--- src/hdl/pwdg_defines.svh ---
`ifndef PWDG_DEFINES_SVH
`define PWDG_DEFINES_SVH

// ****************************************************************
// register addresses (byte addresses on the cpu bus)
// ****************************************************************
`define PWDG_ADDR_CNT_CTL_WR 16'hfeec
`define PWDG_ADDR_CTL_RD     16'hfeec
`define PWDG_ADDR_CNT_RD     16'hfeed
`define PWDG_ADDR_RST_WR     16'hff14
`define PWDG_ADDR_RST_RD     16'hff15

// ****************************************************************
// passwords carried in the upper byte of a word write
// ****************************************************************
`define PWDG_PASS_A 8'h5a
`define PWDG_PASS_B 8'ha5
`define PWDG_CLR_DATA 8'h00

// ****************************************************************
// field positions
// ****************************************************************
`define PWDG_CTL_OVF_BIT  7
`define PWDG_CTL_MODE_BIT 6
`define PWDG_CTL_RUN_BIT  5
`define PWDG_RST_FLAG_BIT 7
`define PWDG_RST_OE_BIT   6

// ****************************************************************
// reset values and fixed read-as-one masks
// ****************************************************************
`define PWDG_CNT_RESET    8'h00
`define PWDG_CTL_ONES     8'h18
`define PWDG_RST_ONES     8'h3f

// ****************************************************************
// timing
// ****************************************************************
`define PWDG_RST_PULSE_CYC 132
`define PWDG_CNT_W         8

`endif

--- src/hdl/pwdg_pkg.sv ---
package pwdg_pkg;

  // state of the reset pulse generator, gray along idle->pulse
  typedef enum logic [0:0] {
    PWDG_PULSE_IDLE = 1'b0,
    PWDG_PULSE_LOW  = 1'b1
  } pwdg_pulse_t;

  // decoded write target
  typedef enum logic [2:0] {
    PWDG_WR_NONE  = 3'h0,
    PWDG_WR_CNT   = 3'h1,
    PWDG_WR_CTL   = 3'h2,
    PWDG_WR_RSTCL = 3'h3,
    PWDG_WR_RESET_OUTPUT_ENABLE = 3'h4
  } pwdg_wr_t;

endpackage

--- src/hdl/pwdg_prescaler.sv ---
`timescale 1ns/1ps
// run-gated prescaler giving one-cycle tick pulses at the selected division
module pwdg_prescaler (
  // clock and reset
  input  wire logic       clk_i,
  input  wire logic       resetn_i,
  // control
  input  wire logic       run_i,
  input  wire logic [2:0] sel_i,
  output logic            tick_o
);

  logic [11:0] div_q;
  logic [11:0] mask;

  // divide ratios 2,32,64,128,256,512,2048,4096 by code
  always_comb begin
    unique case (sel_i)
      3'h0: mask = 12'h001;
      3'h1: mask = 12'h01f;
      3'h2: mask = 12'h03f;
      3'h3: mask = 12'h07f;
      3'h4: mask = 12'h0ff;
      3'h5: mask = 12'h1ff;
      3'h6: mask = 12'h7ff;
      3'h7: mask = 12'hfff;
    endcase
  end

  // held clear while stopped so the first tick lands a full period after start
  always_ff @(posedge clk_i or negedge resetn_i) begin
    if (!resetn_i) begin
      div_q <= 12'h000;
    end else if (!run_i) begin
      div_q <= 12'h000;
    end else begin
      div_q <= div_q + 12'h001;
    end
  end

  assign tick_o = run_i && ((div_q & mask) == mask);

endmodule // pwdg_prescaler

--- src/hdl/pwdg_sync.sv ---
`timescale 1ns/1ps
// two flip-flop synchroniser for one level from a pin
module pwdg_sync (
  // clock and reset
  input  wire logic clk_i,
  input  wire logic resetn_i,
  // level
  input  wire logic d_i,
  output logic      q_o
);

  logic meta_q;

  // first stage feeds only the second
  always_ff @(posedge clk_i or negedge resetn_i) begin
    if (!resetn_i) begin
      meta_q <= 1'b1;
      q_o    <= 1'b1;
    end else begin
      meta_q <= d_i;
      q_o    <= meta_q;
    end
  end

endmodule // pwdg_sync

--- src/hdl/pwdg_top.sv ---
`timescale 1ns/1ps
`include "pwdg_defines.svh"
// Summary of operation
// - while running, the count steps once per selected prescaler tick.
// - interval mode wrap from ff to 00 sets overflow flag; watchdog mode does not.
// - count is zero and stopped on reset and while run enable is 0.
// - overflow flag clears on standby or by writing 0 after reading 1; 1 never sets.
// - control bit 6 selects interval (0, reset value) or watchdog (1) mode.
// - overflow while running gives chip reset or interval interrupt by mode.
// - control bits 4 and 3 ignore writes and read as 1.
// - divider codes 0..7 give clock/2,32,64,128,256,512,2048,4096.
// - control bits 7..5 clear on reset and standby; bits 2..0 only on reset.
// - watchdog mode overflow sets the reset flag and resets the chip.
// - reset flag clears on pin reset or software 0 after read 1.
// - reset output enable 1 drives the watchdog reset low on the pin.
// - reset output enable survives watchdog reset, clears on pin reset.
// - reset control bits 5..0 ignore writes and read as 1.
// - counter and control are written only by word writes.
// - shared write address; 5a routes low byte to counter, a5 to control.
// - reset control register updates only on a word write.
// - a5 with data 00 at reset control address clears the reset flag once it was read as 1.
// - 5a at reset control address copies data bit 6 to output enable.
// - byte reads: control at shared address, counter next, reset control own.
// - enabled external reset output is a low pulse of 132 clocks.
// - a counter write in the same cycle as a tick wins, tick skipped.
module pwdg_top (
  // clock and reset (resetn_i is the power-on/pin reset of this block)
  input  wire logic        clk_i,
  input  wire logic        resetn_i,
  // cpu bus
  input  wire logic [15:0] addr_i,
  input  wire logic        wr_i,
  input  wire logic        word_i,
  input  wire logic [15:0] wdata_i,
  input  wire logic        rd_i,
  output logic [7:0]       rdata_o,
  // system
  input  wire logic        standby_i,
  input  wire logic        ext_reset_pin_n_i,
  // outputs
  output logic             interval_irq_o,
  output logic             chip_reset_o,
  output logic             reset_pin_o,
  output logic             reset_pin_oe_o
);

  // ****************************************************************
  // register state
  // ****************************************************************
  logic [7:0]          count_q;
  logic                ovf_q;
  logic                ovf_seen_q;
  logic                mode_q;
  logic                run_q;
  logic [2:0]          sel_q;
  logic                wflag_q;
  logic                wflag_seen_q;
  logic                rst_oe_q;
  logic                pin_n_s;
  logic                tick;
  logic                wrap;
  logic [7:0]          ctl_rd;
  logic [7:0]          rst_rd;
  logic [7:0]          wlo;
  logic [7:0]          whi;
  pwdg_pkg::pwdg_wr_t  wsel;
  pwdg_pkg::pwdg_pulse_t pstate_q;
  logic [7:0]          pcnt_q;

  assign wlo = wdata_i[7:0];
  assign whi = wdata_i[15:8];

  // ****************************************************************
  // pin synchroniser and prescaler
  // ****************************************************************
  pwdg_sync u_sync (
    .clk_i    (clk_i),
    .resetn_i (resetn_i),
    .d_i      (ext_reset_pin_n_i),
    .q_o      (pin_n_s)
  );

  pwdg_prescaler u_presc (
    .clk_i    (clk_i),
    .resetn_i (resetn_i),
    .run_i    (run_q),
    .sel_i    (sel_q),
    .tick_o   (tick)
  );

  // ****************************************************************
  // write decode
  // ****************************************************************
  // byte writes and unknown passwords decode to nothing
  always_comb begin
    wsel = pwdg_pkg::PWDG_WR_NONE;
    if (wr_i && word_i) begin
      if (addr_i == `PWDG_ADDR_CNT_CTL_WR) begin
        if (whi == `PWDG_PASS_A) begin
          wsel = pwdg_pkg::PWDG_WR_CNT;
        end else if (whi == `PWDG_PASS_B) begin
          wsel = pwdg_pkg::PWDG_WR_CTL;
        end
      end else if (addr_i == `PWDG_ADDR_RST_WR) begin
        if (whi == `PWDG_PASS_B && wlo == `PWDG_CLR_DATA) begin
          wsel = pwdg_pkg::PWDG_WR_RSTCL;
        end else if (whi == `PWDG_PASS_A) begin
          wsel = pwdg_pkg::PWDG_WR_RESET_OUTPUT_ENABLE;
        end
      end
    end
  end

  // ****************************************************************
  // counter
  // ****************************************************************
  assign wrap = tick && (count_q == 8'hff) && (wsel != pwdg_pkg::PWDG_WR_CNT);

  // write beats tick; stopped counter is held at zero
  always_ff @(posedge clk_i or negedge resetn_i) begin
    if (!resetn_i) begin
      count_q <= `PWDG_CNT_RESET;
    end else if (!run_q) begin
      count_q <= `PWDG_CNT_RESET;
    end else if (wsel == pwdg_pkg::PWDG_WR_CNT) begin
      count_q <= wlo;
    end else if (tick) begin
      count_q <= count_q + 8'h01;
    end
  end

  // ****************************************************************
  // control register
  // ****************************************************************
  // mode and run clear on standby entry; divider select keeps its value
  always_ff @(posedge clk_i or negedge resetn_i) begin
    if (!resetn_i) begin
      mode_q <= 1'b0;
      run_q  <= 1'b0;
      sel_q  <= 3'h0;
    end else if (standby_i) begin
      mode_q <= 1'b0;
      run_q  <= 1'b0;
    end else if (wsel == pwdg_pkg::PWDG_WR_CTL) begin
      mode_q <= wlo[`PWDG_CTL_MODE_BIT];
      run_q  <= wlo[`PWDG_CTL_RUN_BIT];
      sel_q  <= wlo[2:0];
    end
  end

  // overflow flag: read-as-one arms the clear, set wins over clear
  always_ff @(posedge clk_i or negedge resetn_i) begin
    if (!resetn_i) begin
      ovf_q      <= 1'b0;
      ovf_seen_q <= 1'b0;
    end else if (wrap && !mode_q) begin
      ovf_q      <= 1'b1;
    end else if (standby_i) begin
      ovf_q      <= 1'b0;
      ovf_seen_q <= 1'b0;
    end else if (wsel == pwdg_pkg::PWDG_WR_CTL && !wlo[`PWDG_CTL_OVF_BIT] && ovf_seen_q) begin
      ovf_q      <= 1'b0;
      ovf_seen_q <= 1'b0;
    end else if (rd_i && addr_i == `PWDG_ADDR_CTL_RD && ovf_q) begin
      ovf_seen_q <= 1'b1;
    end
  end

  // ****************************************************************
  // reset control register
  // ****************************************************************
  // pin reset clears both bits; a watchdog reset leaves the output enable alone
  always_ff @(posedge clk_i or negedge resetn_i) begin
    if (!resetn_i) begin
      wflag_q      <= 1'b0;
      wflag_seen_q <= 1'b0;
    end else if (wrap && mode_q) begin
      wflag_q      <= 1'b1;
    end else if (!pin_n_s && pstate_q == pwdg_pkg::PWDG_PULSE_IDLE) begin
      wflag_q      <= 1'b0;
      wflag_seen_q <= 1'b0;
    end else if (wsel == pwdg_pkg::PWDG_WR_RSTCL && wflag_seen_q) begin
      wflag_q      <= 1'b0;
      wflag_seen_q <= 1'b0;
    end else if (rd_i && addr_i == `PWDG_ADDR_RST_RD && wflag_q) begin
      wflag_seen_q <= 1'b1;
    end
  end

  always_ff @(posedge clk_i or negedge resetn_i) begin
    if (!resetn_i) begin
      rst_oe_q <= 1'b0;
    end else if (!pin_n_s && pstate_q == pwdg_pkg::PWDG_PULSE_IDLE) begin
      rst_oe_q <= 1'b0;
    end else if (wsel == pwdg_pkg::PWDG_WR_RESET_OUTPUT_ENABLE) begin
      rst_oe_q <= wlo[`PWDG_RST_OE_BIT];
    end
  end

  // ****************************************************************
  // watchdog reset pulse
  // ****************************************************************
  // the pulse drives our own pin low, so the pin is ignored while it runs
  always_ff @(posedge clk_i or negedge resetn_i) begin
    if (!resetn_i) begin
      pstate_q <= pwdg_pkg::PWDG_PULSE_IDLE;
      pcnt_q   <= 8'h00;
    end else begin
      unique case (pstate_q)
        pwdg_pkg::PWDG_PULSE_IDLE: begin
          if (wrap && mode_q) begin
            pstate_q <= pwdg_pkg::PWDG_PULSE_LOW;
            pcnt_q   <= 8'(`PWDG_RST_PULSE_CYC - 1);
          end
        end
        pwdg_pkg::PWDG_PULSE_LOW: begin
          if (pcnt_q == 8'h00) begin
            pstate_q <= pwdg_pkg::PWDG_PULSE_IDLE;
          end else begin
            pcnt_q <= pcnt_q - 8'h01;
          end
        end
      endcase
    end
  end

  assign chip_reset_o   = (pstate_q == pwdg_pkg::PWDG_PULSE_LOW);
  assign reset_pin_o    = 1'b0;
  assign reset_pin_oe_o = chip_reset_o && rst_oe_q;

  // interval interrupt is a one-cycle pulse per overflow
  always_ff @(posedge clk_i or negedge resetn_i) begin
    if (!resetn_i) begin
      interval_irq_o <= 1'b0;
    end else begin
      interval_irq_o <= wrap && !mode_q;
    end
  end

  // ****************************************************************
  // read path
  // ****************************************************************
  assign ctl_rd = {ovf_q, mode_q, run_q, 2'b00, sel_q} | `PWDG_CTL_ONES;
  assign rst_rd = {wflag_q, rst_oe_q, 6'h00} | `PWDG_RST_ONES;

  // registered byte read; unmapped reads return zero
  always_ff @(posedge clk_i or negedge resetn_i) begin
    if (!resetn_i) begin
      rdata_o <= 8'h00;
    end else if (rd_i) begin
      unique case (addr_i)
        `PWDG_ADDR_CTL_RD: rdata_o <= ctl_rd;
        `PWDG_ADDR_CNT_RD: rdata_o <= count_q;
        `PWDG_ADDR_RST_RD: rdata_o <= rst_rd;
        default:           rdata_o <= 8'h00;
      endcase
    end
  end

endmodule // pwdg_top

--- config.mk ---
export PLATFORM = sky130hd
export DESIGN_NAME = pwdg_top
export DESIGN_NICKNAME = d
export VERILOG_FILES = /design/src/hdl/pwdg_pkg.sv /design/src/hdl/pwdg_prescaler.sv /design/src/hdl/pwdg_sync.sv /design/src/hdl/pwdg_top.sv
export VERILOG_INCLUDE_DIRS = /design/src /design/src/hdl
export SDC_FILE = /design/constraint.sdc
export NUM_CORES = 1
export LEC_CHECK = 0
export ABC_AREA = 1
export BUFFER_PORTS_ARGS = -buffer_cell sky130_fd_sc_hd__buf_2
export CAP_MARGIN = 20
export CORE_ASPECT_RATIO = 1.4
export CORE_MARGIN = 5
export CORE_UTILIZATION = 50
export CTS_BUF_LIST = sky130_fd_sc_hd__clkbuf_4
export DETAILED_ROUTE_END_ITERATION = 10
export PLACE_DENSITY_LB_ADDON = 0.3
export SYNTH_ARGS = -nofsm -noshare
export SYNTH_HDL_FRONTEND = slang
export SYNTH_SLANG_ARGS = --single-unit
--- constraint.sdc ---
create_clock -name clk_i -period 1.6 [get_ports clk_i]
set_input_delay 0.16 -clock clk_i [delete_from_list [all_inputs] [get_ports clk_i]]
set_output_delay 0.16 -clock clk_i [all_outputs]
set_load 0.01 [all_outputs]
==> results.py, run 1 <==
metrics = {
    "status": {
        "status": "complete, but fails checks",
        "violations": "setup timing",
    },
    "logic_synthesis": {
        "yosysTopAreaCell": "dfrtp_1",
        "synth_nets": 458,
        "avgSynthCellArea_um2": 7.19,
        "syn_inst": 416,
        "yosysSeqAreaShare": 0.419,
        "yosys-top-cells-area": "dfrtp_1 40%, nand2_1 16%, inv_1 8.7%",
        "ys_types": 37,
        "synth-seq-cells": 50,
        "synth_top_area_frac": 0.402,
        "synthesis.area_um2": 2990,
        "yosysWarnings": 0,
    },
    "critical_path": {
        "reg2reg_from": "count_q[0]",
        "worstReg2RegEnd": "pcnt_q[7]",
        "endpoint_kind": "flop",
        "cp_max_fo": 9,
        "path_cells": "ha_2 -> nand3_2 -> nor2_1 -> nand2_1 -> inv_1 -> nand4_2 -> nor2_4 -> nand4_4 -> nand3_1 -> nand2_1",
        "crit_required_ns": 1.88,
        "critPathLaunchType": "flop",
        "max_stage_delay_ns": 0.38,
        "r2r_cells": 10,
        "crit_type": "flop to flop",
        "path_common_cell": "nand2_1",
        "rrSetupSlack_ns": -0.07,
        "crit_slowest_cell": "dfrtp_1",
        "worstPathArrival_ns": 1.95,
    },
    "layout": {
        "num-fill-cells": 505,
        "fin_util": 0.628,
        "nNetsFinal": 539,
        "layout-drive-gt1-share": 0.249,
        "mostFrequentLayoutCell": "nand2_1",
        "diodes": 0,
        "layout_common_cells": "128 x nand2_1, 66 x inv_1, 49 x buf_2",
        "syn_to_final_growth_pct": 22.3,
    },
    "routing": {
        "via_per_inst": 4.93,
        "drt_iter0_drc": 135,
        "num_vias": 2802,
        "wl_per_cell_um": 12.0,
        "wirelength_mm": 6.82,
        "firstDrtPassIters": 4,
        "drc": 0,
        "antenna_left": 0,
    },
    "min_path": {
        "worstHoldEndpoint": "rdata_o[6]",
        "worst_hold_path.num_cells": 3,
        "min-delay-start": "rd_i",
        "hp-class": "input port to flop",
    },
    "timing": {
        "fin_crit_ns": 1.67,
        "hold_violations": 0,
        "drv_slew": 0,
        "fmax_mhz": 599,
        "fin_skew_ns": 0.0106,
        "rsz0062_at_grt": "yes",
        "setup_viol_count_final": 10,
        "min_period_over_period": 1.04,
        "holdWs_ns": 0.0251,
        "finalWorstSetupSlack_ns": -0.0708,
    },
    "global_routing": {
        "gr-usage-met1": 0.232,
        "grt_pass1_vias": 2711,
        "busiest_layer": "met2",
        "gr-total-overflow": 0,
        "use_met2": 0.339,
        "grt_max_degree": 51,
        "grt_usage": 0.193,
        "antenna_found_initial": 0,
        "grt_pass1_wl_mm": 11.7,
        "met3_usage": 0.0308,
    },
    "clocking": {
        "cts_tree": "built",
        "root_buffer": "clkbuf_4",
        "clkTransAtPathRegs_ns": 0.14,
        "htree_num_levels": 2,
        "clockBufferDepth": 2,
        "clock_sinks": 50,
        "cts_inserted_buffers": 5,
        "clkLatencyLatePin_ns": 0.37,
    },
    "job": {
        "maxCapViolCount": 0,
    },
    "place": {
        "dp_hpwl_mm": 5.12,
        "io_buffers": 49,
        "gp_congestion": 0.830,
    },
    "pwr": {
        "p_per_area_nw_per_um2": 552,
        "finalPower_w": 0.00202,
        "p_leak_nw": 1.98,
        "vdd_drop_max_mv": 0.287,
    },
    "floorplanning": {
        "num_rows": 33,
        "die_area_um2": 7650,
        "coreArea_um2": 5820,
        "io_pins": 51,
        "start_util": 0.514,
        "die_w_um": 75.4,
        "die_h_um": 102,
    },
}
==> power breakdown <==
part | internal [W] | switching (W)
clock | 0.000183 | 0.000410
combinational | 0.0000640 | 0.0000918
sequential | 0.00127 | 0.000000715
==> through the flow <==
step	cell area, µm²	worst slack (ns)	instances	setup TNS (ns)
CTS	3590	-0.0402	564	-0.155
floorplan	2990	0.0207	416	0
global route	3660	-0.170	568	-1.72
finish	3660	-0.0708	568	-0.388
detailed placement	3450	-0.105	550	-0.679
global placement	3450	-0.0222	550	-0.0484
==> worst max path at each step <==
stage / startpoint / end / slack [ns]
CTS: pcnt_q[0] / pcnt_q[7] / -0.04
floorplan: pcnt_q[0] / pcnt_q[7] / 0.02
global route: count_q[1] / pcnt_q[7] / -0.17
finish: count_q[0] / pcnt_q[7] / -0.07
global placement: pcnt_q[0] / pcnt_q[2] / -0.02
detailed placement: pcnt_q[0] / pcnt_q[7] / -0.11
==> state kept, by name, summed over array words and instances (netlist names) <==
register / cells
wflag_q: 1
ovf_seen_q: 1
count_q: 8
run_q: 1
interval_irq_o: 1
chip_reset_o: 1
u_presc.div_q: 12
rdata_o: 8
sel_q: 3
ovf_q: 1
mode_q: 1
pcnt_q: 8
wflag_seen_q: 1
u_sync.q_o: 1
u_sync.meta_q: 1
rst_oe_q: 1
==> cells by family (layout without fill, tap and decap cells) <==
logic type      Yosys count  after routing  share of synthesized area
flops                    50             50                      0.419
simple gates            218            218                      0.333
buf+inv                  78            160                      0.103
compound gates           54             54                     0.0958
other cells               1              1                    0.00125
xor+xnor                 12             12                     0.0351
fa+ha+maj                 3              3                     0.0125
==> final cells by class <==
| cell class | count | area, µm² | area share |
|---|---|---|---|
| clock inverters | 2 | 8.76 | 0.00239 |
| clock buffers | 6 | 45.0 | 0.0123 |
| inverters | 73 | 277 | 0.0756 |
| well taps | 70 | 87.6 | 0.0239 |
| flip-flops and latches | 50 | 1250 | 0.343 |
| repair buffers | 79 | 499 | 0.137 |
| multi-input cells | 288 | 1490 | 0.406 |
==> critical path, delay by kind of cell, from the launching register on <==
family | cells | cell delay (ns)
and+or+nand+nor | 8 | 0.95
DFF | 1 | 0.38
adders and majority gates | 1 | 0.19
buffers and inverters | 1 | 0.07
==> Yosys cell counts <==
library cell / n
nand2_1: 131
inv_1: 69
dfrtp_1: 48
nor2_1: 35
o21ai_0: 27
nand3_1: 20
a21oi_1: 13
xor2_1: 9
nor3_1: 7
o21ai_1: 5
nand2_2: 4
nand4_1: 4
ha_1: 3
inv_2: 3
nand2_4: 3
nor2_4: 3
o22ai_1: 3
xnor2_1: 3
a31oi_1: 2
buf_2: 2
dfstp_2: 2
nor2_2: 2
nor4_1: 2
o211ai_1: 2
o31ai_1: 2
buf_4: 1
buf_6: 1
clkbuf_1: 1
conb_1: 1
inv_4: 1
nand3_2: 1
nand3_4: 1
nand3b_1: 1
nand4_2: 1
nand4_4: 1
nor2_8: 1
or2_2: 1
==> routing by layer <==
metal	share of wire	wire length (µm)
met3	0.037	255
met4	0.023	156
met5	0	0
met1	0.41	2820
met2	0.53	3590
==> timing repair <==
action,in CTS,in global routing
resized for setup,11,12
setup buffers,4,4
hold buffers,2,0
endpoints found under the hold margin,49,0
pin swaps,6,5
endpoints found under the setup margin,12,16
Power figures use the tool's default switching activity.
==> inputs of run 2 (changes only) <==
- clock period: 1.6 -> 1.7 ns (I/O delays scaled with it)
==> results.py, run 2 (synthesized netlist as in run 1, its figures left out) <==
metrics = {
    "status": {
        "status": "complete, but fails checks",
        "violations": "setup timing",
    },
    "critical_path": {
        "crit_required_ns": 1.98,
        "rrSetupSlack_ns": -0.03,
        "reg2reg_from": "count_q[1]",
        "cp_max_fo": 3,
        "cp-startpoint": "count_q[1]",
        "crit_slowest_cell": "dfrtp_1",
        "crit_type": "flop to flop",
        "critPathLaunchType": "flop",
        "endpoint_kind": "flop",
        "worstReg2RegEnd": "wflag_seen_q",
        "worstPathArrival_ns": 2.01,
        "max_stage_delay_ns": 0.38,
        "path_common_cell": "nand2_1",
        "path_cells": "ha_2 -> nand3_2 -> nor2_1 -> nand2_1 -> inv_1 -> nand4_2 -> nor2_4 -> nand3_1 -> nand2_1 -> nand2_1 -> nand2_1 -> inv_1",
        "r2r_cells": 12,
        "cp-endpoint": "wflag_seen_q",
    },
    "timing": {
        "holdWs_ns": 0.0323,
        "setup_viol_count_final": 7,
        "rsz0062_at_grt": "yes",
        "finalWorstSetupSlack_ns": -0.0281,
        "drv_slew": 0,
        "slew_headroom": 0.639,
        "fmax_mhz": 579,
        "fin_skew_ns": 0.0126,
        "fin_crit_ns": 1.73,
        "worst_pin_slew_ns": 0.542,
        "min_period_over_period": 1.02,
        "hold_violations": 0,
    },
    "routing": {
        "drc": 0,
        "via_per_inst": 4.92,
        "antenna_left": 0,
        "wirelength_mm": 6.71,
        "firstDrtPassIters": 4,
        "drt_iter0_drc": 126,
        "wl_per_cell_um": 12.0,
        "num_vias": 2746,
    },
    "floorplanning": {
        "die_h_um": 102,
        "die_w_um": 75.4,
        "coreArea_um2": 5820,
        "start_util": 0.514,
        "io_pins": 51,
        "die_area_um2": 7650,
        "num_rows": 33,
    },
    "layout": {
        "multi_input_area_um2": 1470,
        "mostFrequentLayoutCell": "nand2_1",
        "top_register": "u_presc.div_q",
        "num-fill-cells": 519,
        "syn_to_final_growth_pct": 18.7,
        "layout_common_cells": "129 x nand2_1, 69 x inv_1, 49 x buf_2",
        "regArea_um2": 1250,
        "layout-drive-gt1-share": 0.213,
        "nNetsFinal": 529,
        "finalNonFillerCells": 558,
        "diodes": 0,
        "final_cell_area_um2": 3550,
        "fin_util": 0.610,
        "largest_reg_flops": 12,
    },
    "global_routing": {
        "grt_pass1_vias": 2659,
        "grt_pass1_wl_mm": 11.6,
        "grt_usage": 0.193,
        "gr-total-overflow": 0,
        "antenna_found_initial": 0,
        "grt_max_degree": 24,
    },
    "job": {
        "maxCapViolCount": 0,
    },
    "clocking": {
        "cts_inserted_buffers": 5,
        "htree_num_levels": 2,
        "clock_sinks": 50,
        "cts_tree": "built",
        "clockBufferDepth": 2,
        "clkTransAtPathRegs_ns": 0.14,
        "root_buffer": "clkbuf_4",
        "clkLatencyLatePin_ns": 0.37,
    },
    "place": {
        "io_buffers": 49,
        "dp_cells": 543,
        "dp_hpwl_mm": 5.18,
        "gp_congestion": 0.849,
        "dpl_cell_area_um2": 3400,
    },
    "pwr": {
        "vdd_drop_max_mv": 0.276,
        "finalPower_w": 0.00190,
        "p_per_area_nw_per_um2": 536,
        "p_leak_nw": 1.94,
    },
    "min_path": {
        "worst_hold_path.num_cells": 3,
        "hp-class": "input port to flop",
    },
}
==> run 2: power by group <==
group	switching (W)	internal [W]
clock	0.000370	0.000192
combinational	0.0000879	0.0000584
sequential	0.000000676	0.00119
total	0.000459	0.00144
==> run 2: critical path: cells and delay by family, from the launching register on <==
kind	cells	cell delay, ns
AND/OR/NAND/NOR	9	0.93
adder cells (fa/ha/maj)	1	0.20
flip-flops	1	0.38
buffers and inverters	2	0.10
==> run 2: final cells by class <==
type                       count  share of cell area
multi-input combinational    288               0.412
clock inverter                 1             0.00106
sequential                    50               0.353
clock buffer                   7              0.0148
tap                           70              0.0247
timing repair buffer          69               0.116
inverter                      73              0.0778
==> run 2: repair_timing <==
item                                   4_1_cts  5_1_grt
endpoints found under the hold margin       20        0
hold buffers                                 2        0
setup endpoints to repair                   10       12
gates resized for setup                      3        5
buffers inserted                             0        5
pin swaps                                    2        3
==> run 2: worst min path at each step <==
stage	start	end	slack, ns
after detailed placement	resetn_i	pcnt_q[6]	0.19
after floorplan	resetn_i	chip_reset_o	-0.13
after global placement	resetn_i	pcnt_q[6]	0.17
final	rd_i	rdata_o[6]	0.03
after CTS	rd_i	rdata_o[6]	0.02
after global routing	rd_i	rdata_o[6]	0.02
==> run 2: through the flow <==
step / worst slack (ns) / TNS (ns)
after floorplan: 0.0959 / 0
after global placement: 0.0403 / 0
after detailed placement: -0.0405 / -0.126
after CTS: -0.00000844 / -0.00000844
after global routing: -0.118 / -0.876
final: -0.0281 / -0.0994
==> run 2: per-layer routing <==
layer / vias up / routed length, µm / GRT usage
met5: - / 0 / 0
met4: 0 / 121 / 0.0713
met3: 10 / 239 / 0.0268
met2: 59 / 3480 / 0.332
met1: 1243 / 2870 / 0.243
li1: 1434 / - / -
==> inputs of run 3 (changes only) <==
- PLACE_DENSITY: unset -> 0.82
- PLACE_DENSITY_LB_ADDON: 0.3 -> unset
==> results.py, run 3 (synthesized netlist as in run 1, its figures left out) <==
metrics = {
    "routing": {
        "drc": 0,
        "drt_iter0_drc": 185,
        "via_per_inst": 5.14,
        "antenna_left": 0,
        "num_vias": 2860,
        "firstDrtPassIters": 7,
        "wl_per_cell_um": 12.8,
        "wirelength_mm": 7.11,
    },
    "global_routing": {
        "antenna_found_initial": 1,
        "grt_usage": 0.199,
        "grt_pass1_vias": 2824,
        "grt_pass1_wl_mm": 12.1,
        "gr-total-overflow": 0,
        "grt_max_degree": 31,
    },
    "layout": {
        "syn_to_final_growth_pct": 19.5,
        "fin_util": 0.614,
        "top_register": "u_presc.div_q",
        "num-fill-cells": 485,
        "largest_reg_flops": 12,
        "mostFrequentLayoutCell": "nand2_1",
        "multi_input_area_um2": 1470,
        "layout_common_cells": "128 x nand2_1, 67 x inv_1, 49 x buf_2",
        "nNetsFinal": 527,
        "layout-drive-gt1-share": 0.219,
        "regArea_um2": 1250,
    },
    "clocking": {
        "root_buffer": "clkbuf_4",
        "clkLatencyLatePin_ns": 0.36,
        "clkTransAtPathRegs_ns": 0.15,
        "cts_tree": "built",
        "clock_sinks": 50,
        "cts_inserted_buffers": 5,
        "htree_num_levels": 2,
        "clockBufferDepth": 2,
    },
    "critical_path": {
        "worstPathArrival_ns": 2.01,
        "max_stage_delay_ns": 0.39,
        "crit_family": "simple AND/OR/NAND/NOR gates",
        "critPathLaunchType": "flop",
        "cp_max_fo": 9,
        "crit_slowest_cell": "dfrtp_1",
        "path_cells": "ha_2 -> nand3_2 -> nor2_1 -> nand2_1 -> inv_1 -> nand4_2 -> nor2_4 -> nand4_4 -> nand3_1 -> nand2_1",
        "path_common_cell": "nand2_1",
        "critical_path_buf_inv_count": 1,
        "crit_required_ns": 1.97,
        "endpoint_kind": "flop",
        "crit_type": "flop to flop",
    },
    "floorplanning": {
        "die_w_um": 75.4,
        "coreArea_um2": 5820,
        "die_area_um2": 7650,
        "io_pins": 51,
        "num_rows": 33,
        "die_h_um": 102,
        "start_util": 0.514,
    },
    "pwr": {
        "finalPower_w": 0.00201,
        "p_per_area_nw_per_um2": 561,
        "vdd_drop_max_mv": 0.332,
        "internal_power_w": 0.00155,
        "p_seq_frac": 0.595,
        "p_leak_nw": 1.94,
        "clkPwrFrac": 0.332,
        "netSwitchingPower_w": 0.000457,
        "swShare": 0.228,
        "p_comb_frac": 0.073,
    },
    "timing": {
        "fmax_mhz": 575,
        "fin_setup_tns_ns": -0.168,
        "rsz0062_at_grt": "yes",
        "fin_skew_ns": 0.0150,
        "hold_violations": 0,
        "slew_headroom": 0.659,
        "worst_pin_slew_ns": 0.511,
        "holdWs_ns": 0.0565,
        "setup_viol_count_final": 7,
        "finalWorstSetupSlack_ns": -0.0395,
        "drv_slew": 0,
        "fin_crit_ns": 1.74,
        "min_period_over_period": 1.02,
    },
    "status": {
        "violations": "setup timing",
        "status": "complete, but fails checks",
    },
    "job": {
        "maxCapViolCount": 0,
    },
    "place": {
        "dp_hpwl_mm": 5.45,
        "pre_cts_slack_ns": -0.0995,
        "gp_congestion": 0.877,
        "io_buffers": 49,
    },
    "min_path": {
        "hp-class": "input port to flop",
    },
}
run 3: worst reg2reg max path: cells and delay by family, from the launching register on:
family                     cells  cell delay (ns)
adders and majority gates      1             0.20
DFF                            1             0.39
buffers and inverters          1             0.09
and+or+nand+nor                8             1.00
run 3: routing by layer:
layer / vias to the layer above / part of all wire / GRT usage
li1: 1437 / - / -
met1: 1330 / 0.39 / 0.236
met2: 79 / 0.55 / 0.362
met3: 14 / 0.040 / 0.0228
met4: 0 / 0.022 / 0.0673
met5: - / 0 / 0
run 3: layout make-up:
| class | instances | area share |
|---|---|---|
| multi-input cells | 288 | 0.411 |
| well taps | 70 | 0.0245 |
| repair buffers | 67 | 0.116 |
| clock buffers | 5 | 0.0105 |
| clock inverters | 2 | 0.00945 |
| flip-flops and latches | 50 | 0.351 |
| inverters | 73 | 0.0773 |
| diodes | 1 | 0.000700 |
run 3: stage by stage:
step,cells,area (µm²)
floorplan,416,2990
global placement,541,3400
detailed placement,541,3400
CTS,550,3510
global route,556,3580
finish,556,3580
run 3: power by group through the flow:
stage	Clock [W]	Combinational, W	Sequential (W)
3_3_place_gp	0	0.000139	0.00122
2_1_floorplan	0	0.0000528	0.00122
5_1_grt	0.000723	0.000169	0.00120
3_5_place_dp	0	0.000144	0.00122
6_report	0.000667	0.000146	0.00119
4_1_cts	0.000675	0.000148	0.00119
run 3: repair_timing:
item | in CTS | in global routing
endpoints found under the hold margin | 19 | 0
resized for setup | 4 | 9
hold buffers | 2 | 0
setup endpoints to repair | 11 | 13
pin swaps | 2 | 0
setup buffers | 0 | 5
run 3: worst paths after layout:
kind	startpoint	to	slack, ns	depth (start not counted)
max in group asynchronous	resetn_i	rdata_o[4]	0.87	3
setup / recovery	count_q[1]	pcnt_q[7]	-0.04	10
setup reg to reg	count_q[1]	pcnt_q[7]	-0.04	10
hold / removal	rd_i	rdata_o[6]	0.06	3
min in group asynchronous	resetn_i	pcnt_q[7]	0.29	2
hold reg to reg	u_sync.meta_q	u_sync.q_o	0.37	0
